File: src/core/op_table_regs.vh
// Constants for the operation data table
// Functional notes
// Eight data sets, each speed/torque/accel/decel
// Per-set speed source: 0 digital, 3 external
// Per-set torque source, same encoding
// Sources reset digital, changed per set
// Both sources external raises setting error
// Errored set selected: refuse start, prohibited
// Global external choice analog/PWM, reset analog
// Speed 0 or 80..3150, reset 0
// Torque 0..200 percent, reset 200
// Accel 0.1..15.0 s, reset 0.5 s
// Decel 0.1..15.0 s, reset 0.5 s
// Torque source change applied after stop
// Digital values used only with digital source
// Zero speed not raised by lower limit
// Host PWM frequency 1 to 25 kHz
// PWM source: speed from measured duty
// Out-of-range writes rejected, host told
`ifndef OP_TABLE_REGS_VH
`define OP_TABLE_REGS_VH
// -----------------------------------------------------------------
// Field selects
// -----------------------------------------------------------------
`define FLD_SPEED     3'h0
`define FLD_TORQUE    3'h1
`define FLD_ACCEL     3'h2
`define FLD_DECEL     3'h3
`define FLD_SPD_SRC   3'h4
`define FLD_TRQ_SRC   3'h5
// -----------------------------------------------------------------
// Source codes, limits and reset values
// -----------------------------------------------------------------
`define SRC_DIGITAL   2'h0
`define SRC_EXTERNAL  2'h3
`define SPEED_MIN     16'h0050
`define SPEED_MAX     16'h0C4E
`define SPEED_RST     16'h0000
`define SPEED_REF     16'h0BB8
`define TORQUE_MAX    16'h00C8
`define TORQUE_RST    16'h00C8
`define TIME_MIN      16'h0001
`define TIME_MAX      16'h0096
`define TIME_RST      16'h0005
// PWM period limits in clock cycles at 10 MHz: 25 kHz and 1 kHz
`define PWM_PER_MIN   16'h0190
`define PWM_PER_MAX   16'h2710
`endif

File: src/core/operation_data_table.v
// Operation data table: eight sets, source selection and run checks
`timescale 1ns/1ps
`include "op_table_regs.vh"
module operation_data_table #(
    parameter SETS = 8
) (
    input  wire        I_CLK,
    input  wire        I_RST,
    // Host write port
    input  wire        i_wr,
    input  wire [2:0]  i_wr_set,
    input  wire [2:0]  i_wr_field,
    input  wire [15:0] i_wr_data,
    output reg         o_wr_ack,
    output reg         o_wr_reject,
    // Global parameters
    input  wire        i_ext_pwm_sel,
    input  wire [15:0] i_speed_lower,
    // Run control
    input  wire        i_start,
    input  wire        i_stop,
    input  wire [2:0]  i_run_set,
    output reg         o_running,
    output reg         o_prohibited,
    output wire        o_set_error,
    output wire [7:0]  o_set_error_map,
    // External inputs
    input  wire [15:0] i_analog_speed,
    input  wire [15:0] i_analog_torque,
    input  wire        i_pwm,
    // Command outputs
    output reg  [15:0] o_cmd_speed,
    output reg  [15:0] o_cmd_torque,
    output wire [15:0] o_cmd_accel,
    output wire [15:0] o_cmd_decel,
    output reg         o_ext_is_pwm,
    // Host read port
    input  wire [2:0]  i_rd_set,
    output wire [15:0] o_rd_speed,
    output wire [15:0] o_rd_torque,
    output wire [15:0] o_rd_accel,
    output wire [15:0] o_rd_decel,
    output wire [1:0]  o_rd_spd_src,
    output wire [1:0]  o_rd_trq_src
);
    // -----------------------------------------------------------------
    // Range checks
    // -----------------------------------------------------------------
    function in_range;
        input [2:0]  fld;
        input [15:0] d;
        begin
            case (fld)
                `FLD_SPEED:   in_range = (d == 16'h0000) ||
                                         (d >= `SPEED_MIN && d <= `SPEED_MAX);
                `FLD_TORQUE:  in_range = (d <= `TORQUE_MAX);
                `FLD_ACCEL,
                `FLD_DECEL:   in_range = (d >= `TIME_MIN && d <= `TIME_MAX);
                `FLD_SPD_SRC,
                `FLD_TRQ_SRC: in_range = (d == {14'h0000, `SRC_DIGITAL}) ||
                                         (d == {14'h0000, `SRC_EXTERNAL});
                default:      in_range = 1'b0;
            endcase
        end
    endfunction

    // Accepted write aimed at one field, shared by every storage element
    function field_hit;
        input       ok_wr;
        input [2:0] wfld;
        input [2:0] fld;
        begin
            field_hit = ok_wr && (wfld == fld);
        end
    endfunction

    wire ok = in_range(i_wr_field, i_wr_data);
    wire wr_ok = i_wr && ok;

    // Write acknowledge and rejection report
    always @(posedge I_CLK or posedge I_RST)
    begin
        if (I_RST)
        begin
            o_wr_ack    <= 1'b0;
            o_wr_reject <= 1'b0;
        end
        else
        begin
            o_wr_ack    <= wr_ok;
            o_wr_reject <= i_wr && !ok;
        end
    end

    // -----------------------------------------------------------------
    // Numeric storage, one memory per field
    // -----------------------------------------------------------------
    reg  [2:0]  run_set;
    // Running set first, then the set about to start, else the host read set
    wire [2:0]  mem_raddr = o_running ? run_set : i_start ? i_run_set : i_rd_set;
    wire [15:0] m_speed;
    wire [15:0] m_torque;

    op_table_mem #(.WIDTH(16), .RST(`SPEED_RST)) u_speed (
        .i_clk   (I_CLK),
        .i_rst   (I_RST),
        .i_we    (field_hit(wr_ok, i_wr_field, `FLD_SPEED)),
        .i_waddr (i_wr_set),
        .i_wdata (i_wr_data),
        .i_raddr (mem_raddr),
        .o_rdata (m_speed)
    );
    op_table_mem #(.WIDTH(16), .RST(`TORQUE_RST)) u_torque (
        .i_clk   (I_CLK),
        .i_rst   (I_RST),
        .i_we    (field_hit(wr_ok, i_wr_field, `FLD_TORQUE)),
        .i_waddr (i_wr_set),
        .i_wdata (i_wr_data),
        .i_raddr (mem_raddr),
        .o_rdata (m_torque)
    );
    op_table_mem #(.WIDTH(16), .RST(`TIME_RST)) u_accel (
        .i_clk   (I_CLK),
        .i_rst   (I_RST),
        .i_we    (field_hit(wr_ok, i_wr_field, `FLD_ACCEL)),
        .i_waddr (i_wr_set),
        .i_wdata (i_wr_data),
        .i_raddr (mem_raddr),
        .o_rdata (o_cmd_accel)
    );
    op_table_mem #(.WIDTH(16), .RST(`TIME_RST)) u_decel (
        .i_clk   (I_CLK),
        .i_rst   (I_RST),
        .i_we    (field_hit(wr_ok, i_wr_field, `FLD_DECEL)),
        .i_waddr (i_wr_set),
        .i_wdata (i_wr_data),
        .i_raddr (mem_raddr),
        .o_rdata (o_cmd_decel)
    );
    assign o_rd_speed  = m_speed;
    assign o_rd_torque = m_torque;
    assign o_rd_accel  = o_cmd_accel;
    assign o_rd_decel  = o_cmd_decel;

    // -----------------------------------------------------------------
    // Source selectors per set
    // -----------------------------------------------------------------
    // Each set owns its selector flops; the arrays gather them for host reads and command selection
    wire [1:0] spd_src     [0:SETS-1];
    wire [1:0] trq_src     [0:SETS-1];
    wire [1:0] trq_pending [0:SETS-1];
    genvar g;
    generate
        for (g = 0; g < SETS; g = g + 1)
        begin : g_src
            reg  [1:0] spd;
            reg  [1:0] trq;
            reg  [1:0] pend;
            wire       set_hit = (i_wr_set == g);
            wire       spd_wr  = set_hit && field_hit(wr_ok, i_wr_field, `FLD_SPD_SRC);
            wire       trq_wr  = set_hit && field_hit(wr_ok, i_wr_field, `FLD_TRQ_SRC);
            // Speed source applies at once; torque source waits for stop
            always @(posedge I_CLK or posedge I_RST)
            begin
                if (I_RST)
                begin
                    spd  <= `SRC_DIGITAL;
                    trq  <= `SRC_DIGITAL;
                    pend <= `SRC_DIGITAL;
                end
                else
                begin
                    if (spd_wr)
                        spd <= i_wr_data[1:0];
                    if (trq_wr)
                        pend <= i_wr_data[1:0];
                    // A write landing while idle goes straight through
                    if (!o_running)
                        trq <= trq_wr ? i_wr_data[1:0] : pend;
                end
            end
            assign spd_src[g]     = spd;
            assign trq_src[g]     = trq;
            assign trq_pending[g] = pend;
            // Both external is a setting error
            assign o_set_error_map[g] = (spd == `SRC_EXTERNAL) &&
                                        (pend == `SRC_EXTERNAL);
        end
    endgenerate
    assign o_set_error  = |o_set_error_map;
    assign o_rd_spd_src = spd_src[i_rd_set];
    assign o_rd_trq_src = trq_pending[i_rd_set];

    // -----------------------------------------------------------------
    // Run control
    // -----------------------------------------------------------------
    // Refuse start on an errored set and flag prohibition
    always @(posedge I_CLK or posedge I_RST)
    begin
        if (I_RST)
        begin
            o_running    <= 1'b0;
            o_prohibited <= 1'b0;
            run_set      <= 3'h0;
            o_ext_is_pwm <= 1'b0;
        end
        else
        begin
            if (!o_running)
                o_ext_is_pwm <= i_ext_pwm_sel;
            if (i_stop)
                o_running <= 1'b0;
            else if (i_start && !o_running)
            begin
                if (o_set_error_map[i_run_set])
                    o_prohibited <= 1'b1;
                else
                begin
                    o_running    <= 1'b1;
                    o_prohibited <= 1'b0;
                    run_set      <= i_run_set;
                end
            end
        end
    end

    // -----------------------------------------------------------------
    // PWM duty measurement
    // -----------------------------------------------------------------
    reg        pwm_d;
    reg [15:0] per_cnt;
    reg [15:0] hi_cnt;
    reg [15:0] per_lat;
    reg [15:0] hi_lat;
    wire       pwm_rise = i_pwm && !pwm_d;
    // Count period and high time, latch on each rising edge
    always @(posedge I_CLK or posedge I_RST)
    begin
        if (I_RST)
        begin
            pwm_d   <= 1'b0;
            per_cnt <= 16'h0000;
            hi_cnt  <= 16'h0000;
            per_lat <= 16'h0000;
            hi_lat  <= 16'h0000;
        end
        else
        begin
            pwm_d <= i_pwm;
            if (pwm_rise)
            begin
                per_lat <= per_cnt;
                hi_lat  <= hi_cnt;
                per_cnt <= 16'h0001;
                hi_cnt  <= 16'h0001;
            end
            else
            begin
                if (per_cnt != 16'hFFFF)
                    per_cnt <= per_cnt + 16'h0001;
                if (i_pwm && hi_cnt != 16'hFFFF)
                    hi_cnt <= hi_cnt + 16'h0001;
            end
        end
    end

    // Duty scaled to full range; a period outside limits reads as zero
    wire        per_ok = (per_lat >= `PWM_PER_MIN) && (per_lat <= `PWM_PER_MAX);
    wire [31:0] spd_num = hi_lat * `SPEED_MAX;
    wire [31:0] trq_num = hi_lat * `TORQUE_MAX;
    // High time never exceeds the period, so each quotient fits in 16 bits
    wire [31:0] spd_quo = spd_num / {16'h0000, per_lat};
    wire [31:0] trq_quo = trq_num / {16'h0000, per_lat};
    wire [15:0] pwm_speed  = per_ok ? spd_quo[15:0] : 16'h0000;
    wire [15:0] pwm_torque = per_ok ? trq_quo[15:0] : 16'h0000;

    // -----------------------------------------------------------------
    // Command selection
    // -----------------------------------------------------------------
    reg [15:0] next_speed;
    reg [15:0] next_torque;
    // Pick digital or external per source, then apply lower limit to speed only
    always @*
    begin
        if (spd_src[run_set] == `SRC_DIGITAL)
            next_speed = m_speed;
        else
            next_speed = o_ext_is_pwm ? pwm_speed : i_analog_speed;
        if (next_speed != 16'h0000 && next_speed < i_speed_lower)
            next_speed = i_speed_lower;
        if (trq_src[run_set] == `SRC_DIGITAL)
            next_torque = m_torque;
        else
            next_torque = o_ext_is_pwm ? pwm_torque : i_analog_torque;
    end

    // Registered commands, zero speed when idle
    always @(posedge I_CLK or posedge I_RST)
    begin
        if (I_RST)
        begin
            o_cmd_speed  <= 16'h0000;
            o_cmd_torque <= `TORQUE_RST;
        end
        else
        begin
            o_cmd_speed  <= o_running ? next_speed : 16'h0000;
            o_cmd_torque <= next_torque;
        end
    end
endmodule // operation_data_table

File: src/core/op_table_mem.v
// Register-read memory holding one word per data set
`timescale 1ns/1ps
module op_table_mem #(
    parameter WIDTH = 16,
    parameter RST   = 16'h0000
) (
    input  wire             i_clk,
    input  wire             i_rst,
    input  wire             i_we,
    input  wire [2:0]       i_waddr,
    input  wire [WIDTH-1:0] i_wdata,
    input  wire [2:0]       i_raddr,
    output reg  [WIDTH-1:0] o_rdata
);
    reg [WIDTH-1:0] mem [0:7];
    integer k;

    // Storage with reset and registered read
    always @(posedge i_clk or posedge i_rst)
    begin
        if (i_rst)
        begin
            for (k = 0; k < 8; k = k + 1)
                mem[k] <= RST;
            o_rdata <= RST;
        end
        else
        begin
            if (i_we)
                mem[i_waddr] <= i_wdata;
            o_rdata <= mem[i_raddr];
        end
    end
endmodule // op_table_mem

File: config.mk
export PLATFORM = sky130hd
export DESIGN_NAME = operation_data_table
export DESIGN_NICKNAME = d
export VERILOG_FILES = /design/src/core/operation_data_table.v /design/src/core/op_table_mem.v
export VERILOG_INCLUDE_DIRS = /design/src /design/src/core
export SDC_FILE = /design/constraint.sdc
export NUM_CORES = 2
export LEC_CHECK = 0
export BUFFER_PORTS_ARGS = -buffer_cell sky130_fd_sc_hd__buf_2
export CAP_MARGIN = 10
export CORE_UTILIZATION = 59
export CTS_BUF_LIST = sky130_fd_sc_hd__clkbuf_16
export DETAILED_ROUTE_END_ITERATION = 7
export PLACE_DENSITY_LB_ADDON = 0.12
export SLEW_MARGIN = 20
export SYNTH_ARGS = -nofsm -noshare
export SYNTH_HDL_FRONTEND = slang
export SYNTH_SLANG_ARGS = --single-unit
File: constraint.sdc
create_clock -name I_CLK -period 103 [get_ports I_CLK]
set_input_delay 10.3 -clock I_CLK [delete_from_list [all_inputs] [get_ports I_CLK]]
set_output_delay 10.3 -clock I_CLK [all_outputs]
set_load 0.1 [all_outputs]
### Yosys cells after proc, flatten, opt, wreduce, memory -nomap -nowiden

Index checks and enable logic that the tools add are counted.

* register bits: 729

* order comparisons: 14
* bitwise logic cells: 6
* div/mod/pow operators: 2
* equality and inequality tests: 32
* $mul: 2
* reduce and logical (&&, ||, !) cells: 60
* $add $sub $neg: 2
* multiplexer cells: 59

Operators by type and width (count)
* bitwise mux 128 bit: 4
* 2-to-1 mux 16 bit: 21
* binary-select mux 16 bit (select 3 bit): 4
* demux 16 bit (select 3 bit): 1
* logical AND 1 bit: 40
* adder 16 x 1 -> 16 bit, second input constant: 2
* divider 24 x 16 -> 32 bit: 1
* divider 28 x 16 -> 32 bit: 1
* equality test 2 bit, second input constant: 16
* <= comparator 16 x 8 -> 1 bit, second input constant: 2
* 2-to-1 mux 2 bit: 16
* != test 16 bit, second input constant: 2
* multiplier 16 x 11 -> 27 bit, second input constant: 1
* binary-select mux 2 bit (select 3 bit): 4
* multiplier 16 x 5 -> 21 bit, second input constant: 1
* equality test 3 bit, second input constant: 6
* equality test 16 x 2 -> 1 bit, second input constant: 1
* greater-or-equal comparator 16 x 1 -> 1 bit, second input constant: 1
* greater-or-equal comparator 16 x 7 -> 1 bit, second input constant: 1
* greater-or-equal comparator 16 x 9 -> 1 bit, second input constant: 1
* greater-or-equal comparator 4 bit, second input constant: 4
* <= comparator 16 x 12 -> 1 bit, second input constant: 1
* <= comparator 16 x 14 -> 1 bit, second input constant: 1
* zero test 16 bit: 1
* other kinds (22): 44

### Logic depth before layout (Yosys ltp)

* depth in word-level cells: 10
* depth in mapped cells: 498
* gate-level depth less buffers: 455

### Modules after synthesis

A second synthesis with hierarchy kept.

* cell total of the unflattened synthesis: 9353
* area, all modules: 82863.2 µm²

By module, submodules not included
* operation_data_table: area each 57480.1 µm², cells each 7937, instances 1, sequential area each 3832.4 µm²
* op_table_mem at u_accel ...: area each 6348.6 µm², cells each 354, instances 2, sequential area each 3626.0 µm²
* op_table_mem at u_torque: area each 6359.8 µm², cells each 354, instances 1, sequential area each 3637.2 µm²
* op_table_mem at u_speed: area each 6326.1 µm², cells each 354, instances 1, sequential area each 3603.5 µm²

### Worst setup path after synthesis

OpenSTA, ideal clock, no wires.

* path type: flip-flop to flip-flop
* start: register hi_lat[1]
* end: register o_cmd_torque[0]
* path buffers: 43
* stages on the path, launching flop included: 469
* path slack: 7.521 ns
* arrival: 95.338 ns
* library setup time: 0.142 ns
* required time: 102.858 ns
* path through: dfrtp_1 inv_1 ha_1 ha_1 ha_1 inv_1 fa_1 nand2b_1 a211oi_1 o21ai_0 and2_1 or3_1 or4_1 nor4_1 nor2b_1 ha_1 a21oi_1 nor2_1 [... 433 more ...] a211o_2 buf_6 mux2_4 ha_1 a21o_1 a21oi_1 nor2b_1 o21ai_0 nand2b_1 a21oi_1 nor2b_1 o21ai_0 nand2_1 a31o_2 a311o_1 a2111oi_0 a31o_1 a31oi_1

* longest elaborated chain between the ends: 5

Ends and longest elaborated chain
* start: declaration: RTL line operation_data_table.v:234 `reg [15:0] hi_lat;`
* start signal: assignment: RTL line operation_data_table.v:253 `hi_lat <= hi_cnt;`
* multiplier 16 x 5 -> 21 bit (no source line)
* divider 24 x 16 -> 32 bit: RTL line operation_data_table.v:273 `wire [31:0] trq_quo = trq_num / {16'h0000, per_lat};`
* 2-to-1 mux 16 bit: RTL line operation_data_table.v:275 `wire [15:0] pwm_torque = per_ok ? trq_quo[15:0] : 16'h0000;`
* 2-to-1 mux 16 bit: RTL line operation_data_table.v:294 `next_torque = o_ext_is_pwm ? pwm_torque : i_analog_torque;`
* 2-to-1 mux 16 bit: RTL line operation_data_table.v:291 `` if (trq_src[run_set] == `SRC_DIGITAL) ``
* named net next_torque[0]: RTL line operation_data_table.v:281 `reg [15:0] next_torque;`
* end signal: assignment: RTL line operation_data_table.v:303 `` o_cmd_torque <= `TORQUE_RST; ``
* end signal: assignment: RTL line operation_data_table.v:308 `o_cmd_torque <= next_torque;`
* end: declaration: RTL line operation_data_table.v:33 `output reg [15:0] o_cmd_torque,`

The timed path passes the listed nets, and every way through them passes these cells.
A chain may end at the register's enable or synchronous reset.

### Final worst setup path

* start: register hi_lat[1]
* end: register o_cmd_speed[1]

* longest elaborated chain between the ends: 9
* elaborated cells on any way between the ends: 10

Ends and longest elaborated chain
* multiplier 16 x 11 -> 27 bit (no source line) *
* divider 28 x 16 -> 32 bit *: RTL line operation_data_table.v:272 `wire [31:0] spd_quo = spd_num / {16'h0000, per_lat};`
* 2-to-1 mux 16 bit *: RTL line operation_data_table.v:274 `wire [15:0] pwm_speed = per_ok ? spd_quo[15:0] : 16'h0000;`
* 2-to-1 mux 16 bit *: RTL line operation_data_table.v:288 `next_speed = o_ext_is_pwm ? pwm_speed : i_analog_speed;`
* 2-to-1 mux 16 bit *: RTL line operation_data_table.v:285 `` if (spd_src[run_set] == `SRC_DIGITAL) ``
* < comparator 16 bit / nonzero test 16 bit (equally long branches): RTL line operation_data_table.v:289 `if (next_speed != 16'h0000 && next_speed < i_speed_lower)`
* logical AND 1 bit: RTL line operation_data_table.v:289
* 2-to-1 mux 16 bit *: RTL line operation_data_table.v:289
* 2-to-1 mux 16 bit *: RTL line operation_data_table.v:307 `o_cmd_speed <= o_running ? next_speed : 16'h0000;`
* end signal: assignment: RTL line operation_data_table.v:307
* end: declaration: RTL line operation_data_table.v:32 `output reg [15:0] o_cmd_speed,`

Every way passes the cells marked *; elsewhere a longest branch is shown, timed or not.

==> results.cfg <==
[grt]
grt_pass1_wl_um = 367000
overflow = 0
grt_max_degree = 188
grt_util_all_layers_pct = 33.0
antenna_found_initial = 11
grt_pass1_vias = 69300

[routing]
antenna_left = 0
drt-initial-drc-count = 5347
vias_per_cell = 6.41
postRouteWirelength_um = 233000
vias = 71100
drtPass1Iterations = 6
post_drt_wl_per_cell_um = 21.0
drc = 0

[finish]
post-route-util_pct = 63.5
multi_input_area_um2 = 59700
syn_to_final_growth_pct = 6.98
register_area_um2 = 18300
n_fill_cell = 11500
drive_above_1_share_pct = 17.6
nNetsFinal = 10300

[yosys]
netlist_area_um2 = 80300
yosysWarnings = 0
syn_area_per_cell_um2 = 8.79
synth_seq_cells = 729
yosys_most_used_dff = dfrtp_1
netlist.area_leader.share_pct = 20.7
synth_top_area_cell = dfrtp_1
synth_cell_types = 165
synth_edf_count = 0
synth-seq-area-share_pct = 22.8
synth_async_sr_flop_share_pct = 100
synth.area.top_cells = dfrtp_1 (21%), ha_1 (14%), mux2_2 (8.1%)
syn_inst = 9144

[sta]
skew_ps = 31.4
drv_slew = 0
fin_setup_tns_ps = 0
final.min_clock_period_ps = 96200
worstMarginPinSlew_ps = 1090
slew_headroom_pct = 26.9
setup_viol = 0
period_share_pct = 93.4
finalHoldViolCount = 0
timing.fmax_mhz = 10.4
fin_ws_ps = 6800

[floorplanning]
core_um2 = 135000
initial_core_util_pct = 59.4
die_y_um = 371
io_pins = 229
die_w_um = 371
die-area_um2 = 138000
row_count = 135

[worst_setup_path]
max_stage_delay_ps = 710
crit_start = hi_lat[1]
critical_path_class = register to register
crit_top_cell = o21a_1
rr_startpoint = hi_lat[1]
crit_required_ps = 103570
slowest_stage = or4b_2
arrival_ps = 96770
start_kind = register
path_max_fanout = 36
end_kind = register

[placement]
place_worst_setup_slack_ps = 532
portBuffers = 228
gp_congestion = 0.970
hpwl_um = 176000

[clock_network]
ctsHtreeMaxLevel = 3
clock-root-buffer = clkbuf_16
cts_buffer_depth = 3
clock-sinks = 729
clk_pin_slew_ps = 60
clock_latency_ps = 680
postCtsHoldBufs = 0
cts_made_buffers = 72
cts_tree = built

[run]
drv_cap = 0

[min_path]
hp-start = u_torque.mem[125]
hold_class = register to register

[run_status]
status = finished, final reports clean
cell usage after synthesis, drive strengths merged, types with 248 or more instances:
cell / number
ha: 904
nor2: 771
nand2: 693
dfrtp: 663
a21oi: 592
mux2: 588
nor3: 423
o21ai: 408
o21a: 367
inv: 344
nor2b: 253
xnor2: 248
final cells by class:
type | instances | share of cell area, %
clock inverter | 57 | 0.587
tap | 1781 | 2.59
antenna | 6 | 0.0175
clock buffer | 73 | 2.13
multi-input combinational | 7742 | 69.4
timing repair buffer | 347 | 2.41
sequential | 729 | 21.3
inverter | 344 | 1.52
final timing paths:
path                       slack, ps  cells past startpoint                 to
max                             6800                    414     o_cmd_speed[1]
min                              480                      1  u_torque.mem[125]
min reg2reg                      480                      1  u_torque.mem[125]
min in group asynchronous       9760                      2   o_cmd_torque[14]
max reg2reg                     6800                    414     o_cmd_speed[1]
max in group asynchronous      89930                      5    u_decel.mem[84]
per-stage QoR:
step / instance area (um2) / cells / hold slack, ps
finish: 86000 / 11100 / 480
global route: 85900 / 11100 / 498
CTS: 85400 / 11100 / 488
detailed placement: 83000 / 10900 / 468
global placement: 83000 / 10900 / 463
floorplan: 80400 / 9151 / 448
flip-flops by register name, indices dropped and copies added (netlist names), 128 cells and up:
register and count:
u_accel.mem 128, u_decel.mem 128, u_speed.mem 128, u_torque.mem 128
routing by layer:
| metal | wire, um | share of wire, % | GRT usage [%] | up-vias |
|---|---|---|---|---|
| li1 | - | - | - | 34100 |
| met1 | 101000 | 43 | 42.4 | 34600 |
| met2 | 111000 | 48 | 56.9 | 1920 |
| met3 | 11500 | 4.9 | 3.74 | 439 |
| met4 | 8890 | 3.8 | 12.0 | 14 |
| met5 | 73 | 0.031 | 0 | - |
kinds of logic (layout without fill, tap and decap cells):
logic type | count (synthesis) | after routing | synth area share, %
other cells | 1 | 14 | 0.00467
simple gates | 3055 | 3055 | 19.1
flops | 729 | 729 | 22.8
xor+xnor | 440 | 440 | 4.80
compound gates | 2478 | 2480 | 21.1
fa+ha+maj | 965 | 965 | 15.6
buf+inv | 682 | 821 | 3.62
mux | 794 | 794 | 13.0
cells in the final DEF, fill, tap and decap left out, types with 40 or more instances in the layout:
cell       synthesis  routed
a211oi_1          66      58
a21o_1           200     199
a21oi_1          590     580
a31oi_1           80      78
and2_1           112     111
and3_1            51      51
buf_2             12     227
buf_4             35     117
clkbuf_16          0      73
dfrtp_1          663     660
dfstp_2           66      66
fa_1              59      59
ha_1             904     904
inv_1            343     338
mux2_2           580     580
mux2i_1           66      66
mux4_2           139     139
nand2_1          692     687
nand2b_1         113     112
nand3_1          183     183
nand4_1           72      72
nor2_1           765     742
nor2b_1          253     251
nor3_1           419     418
nor4_1            43      40
o211ai_1          82      82
o21a_1           366     365
o21ai_0          394     388
o31ai_1          188     185
or2_2             75      75
or3_1             74      73
xnor2_1          248     248
xor2_1           192     192
repair_timing:
action	4_1_cts	5_1_grt
resized for setup	0	102
setup buffers	0	11
setup endpoints to repair	0	19
critical path: cells and delay by family, from the launching register on:
kind / cells / cell delay [ps]
buffers and inverters: 23 / 4400
adder cells (fa/ha/maj): 34 / 11180
multiplexers: 9 / 3220
AND/OR/NAND/NOR: 86 / 17830
flip-flops: 1 / 460
AO/OA/AOI/OAI: 262 / 58740
Power is left out: the tool's default activity adds up to more than one toggle a clock period on the data nets, which glitch-free logic cannot reach.
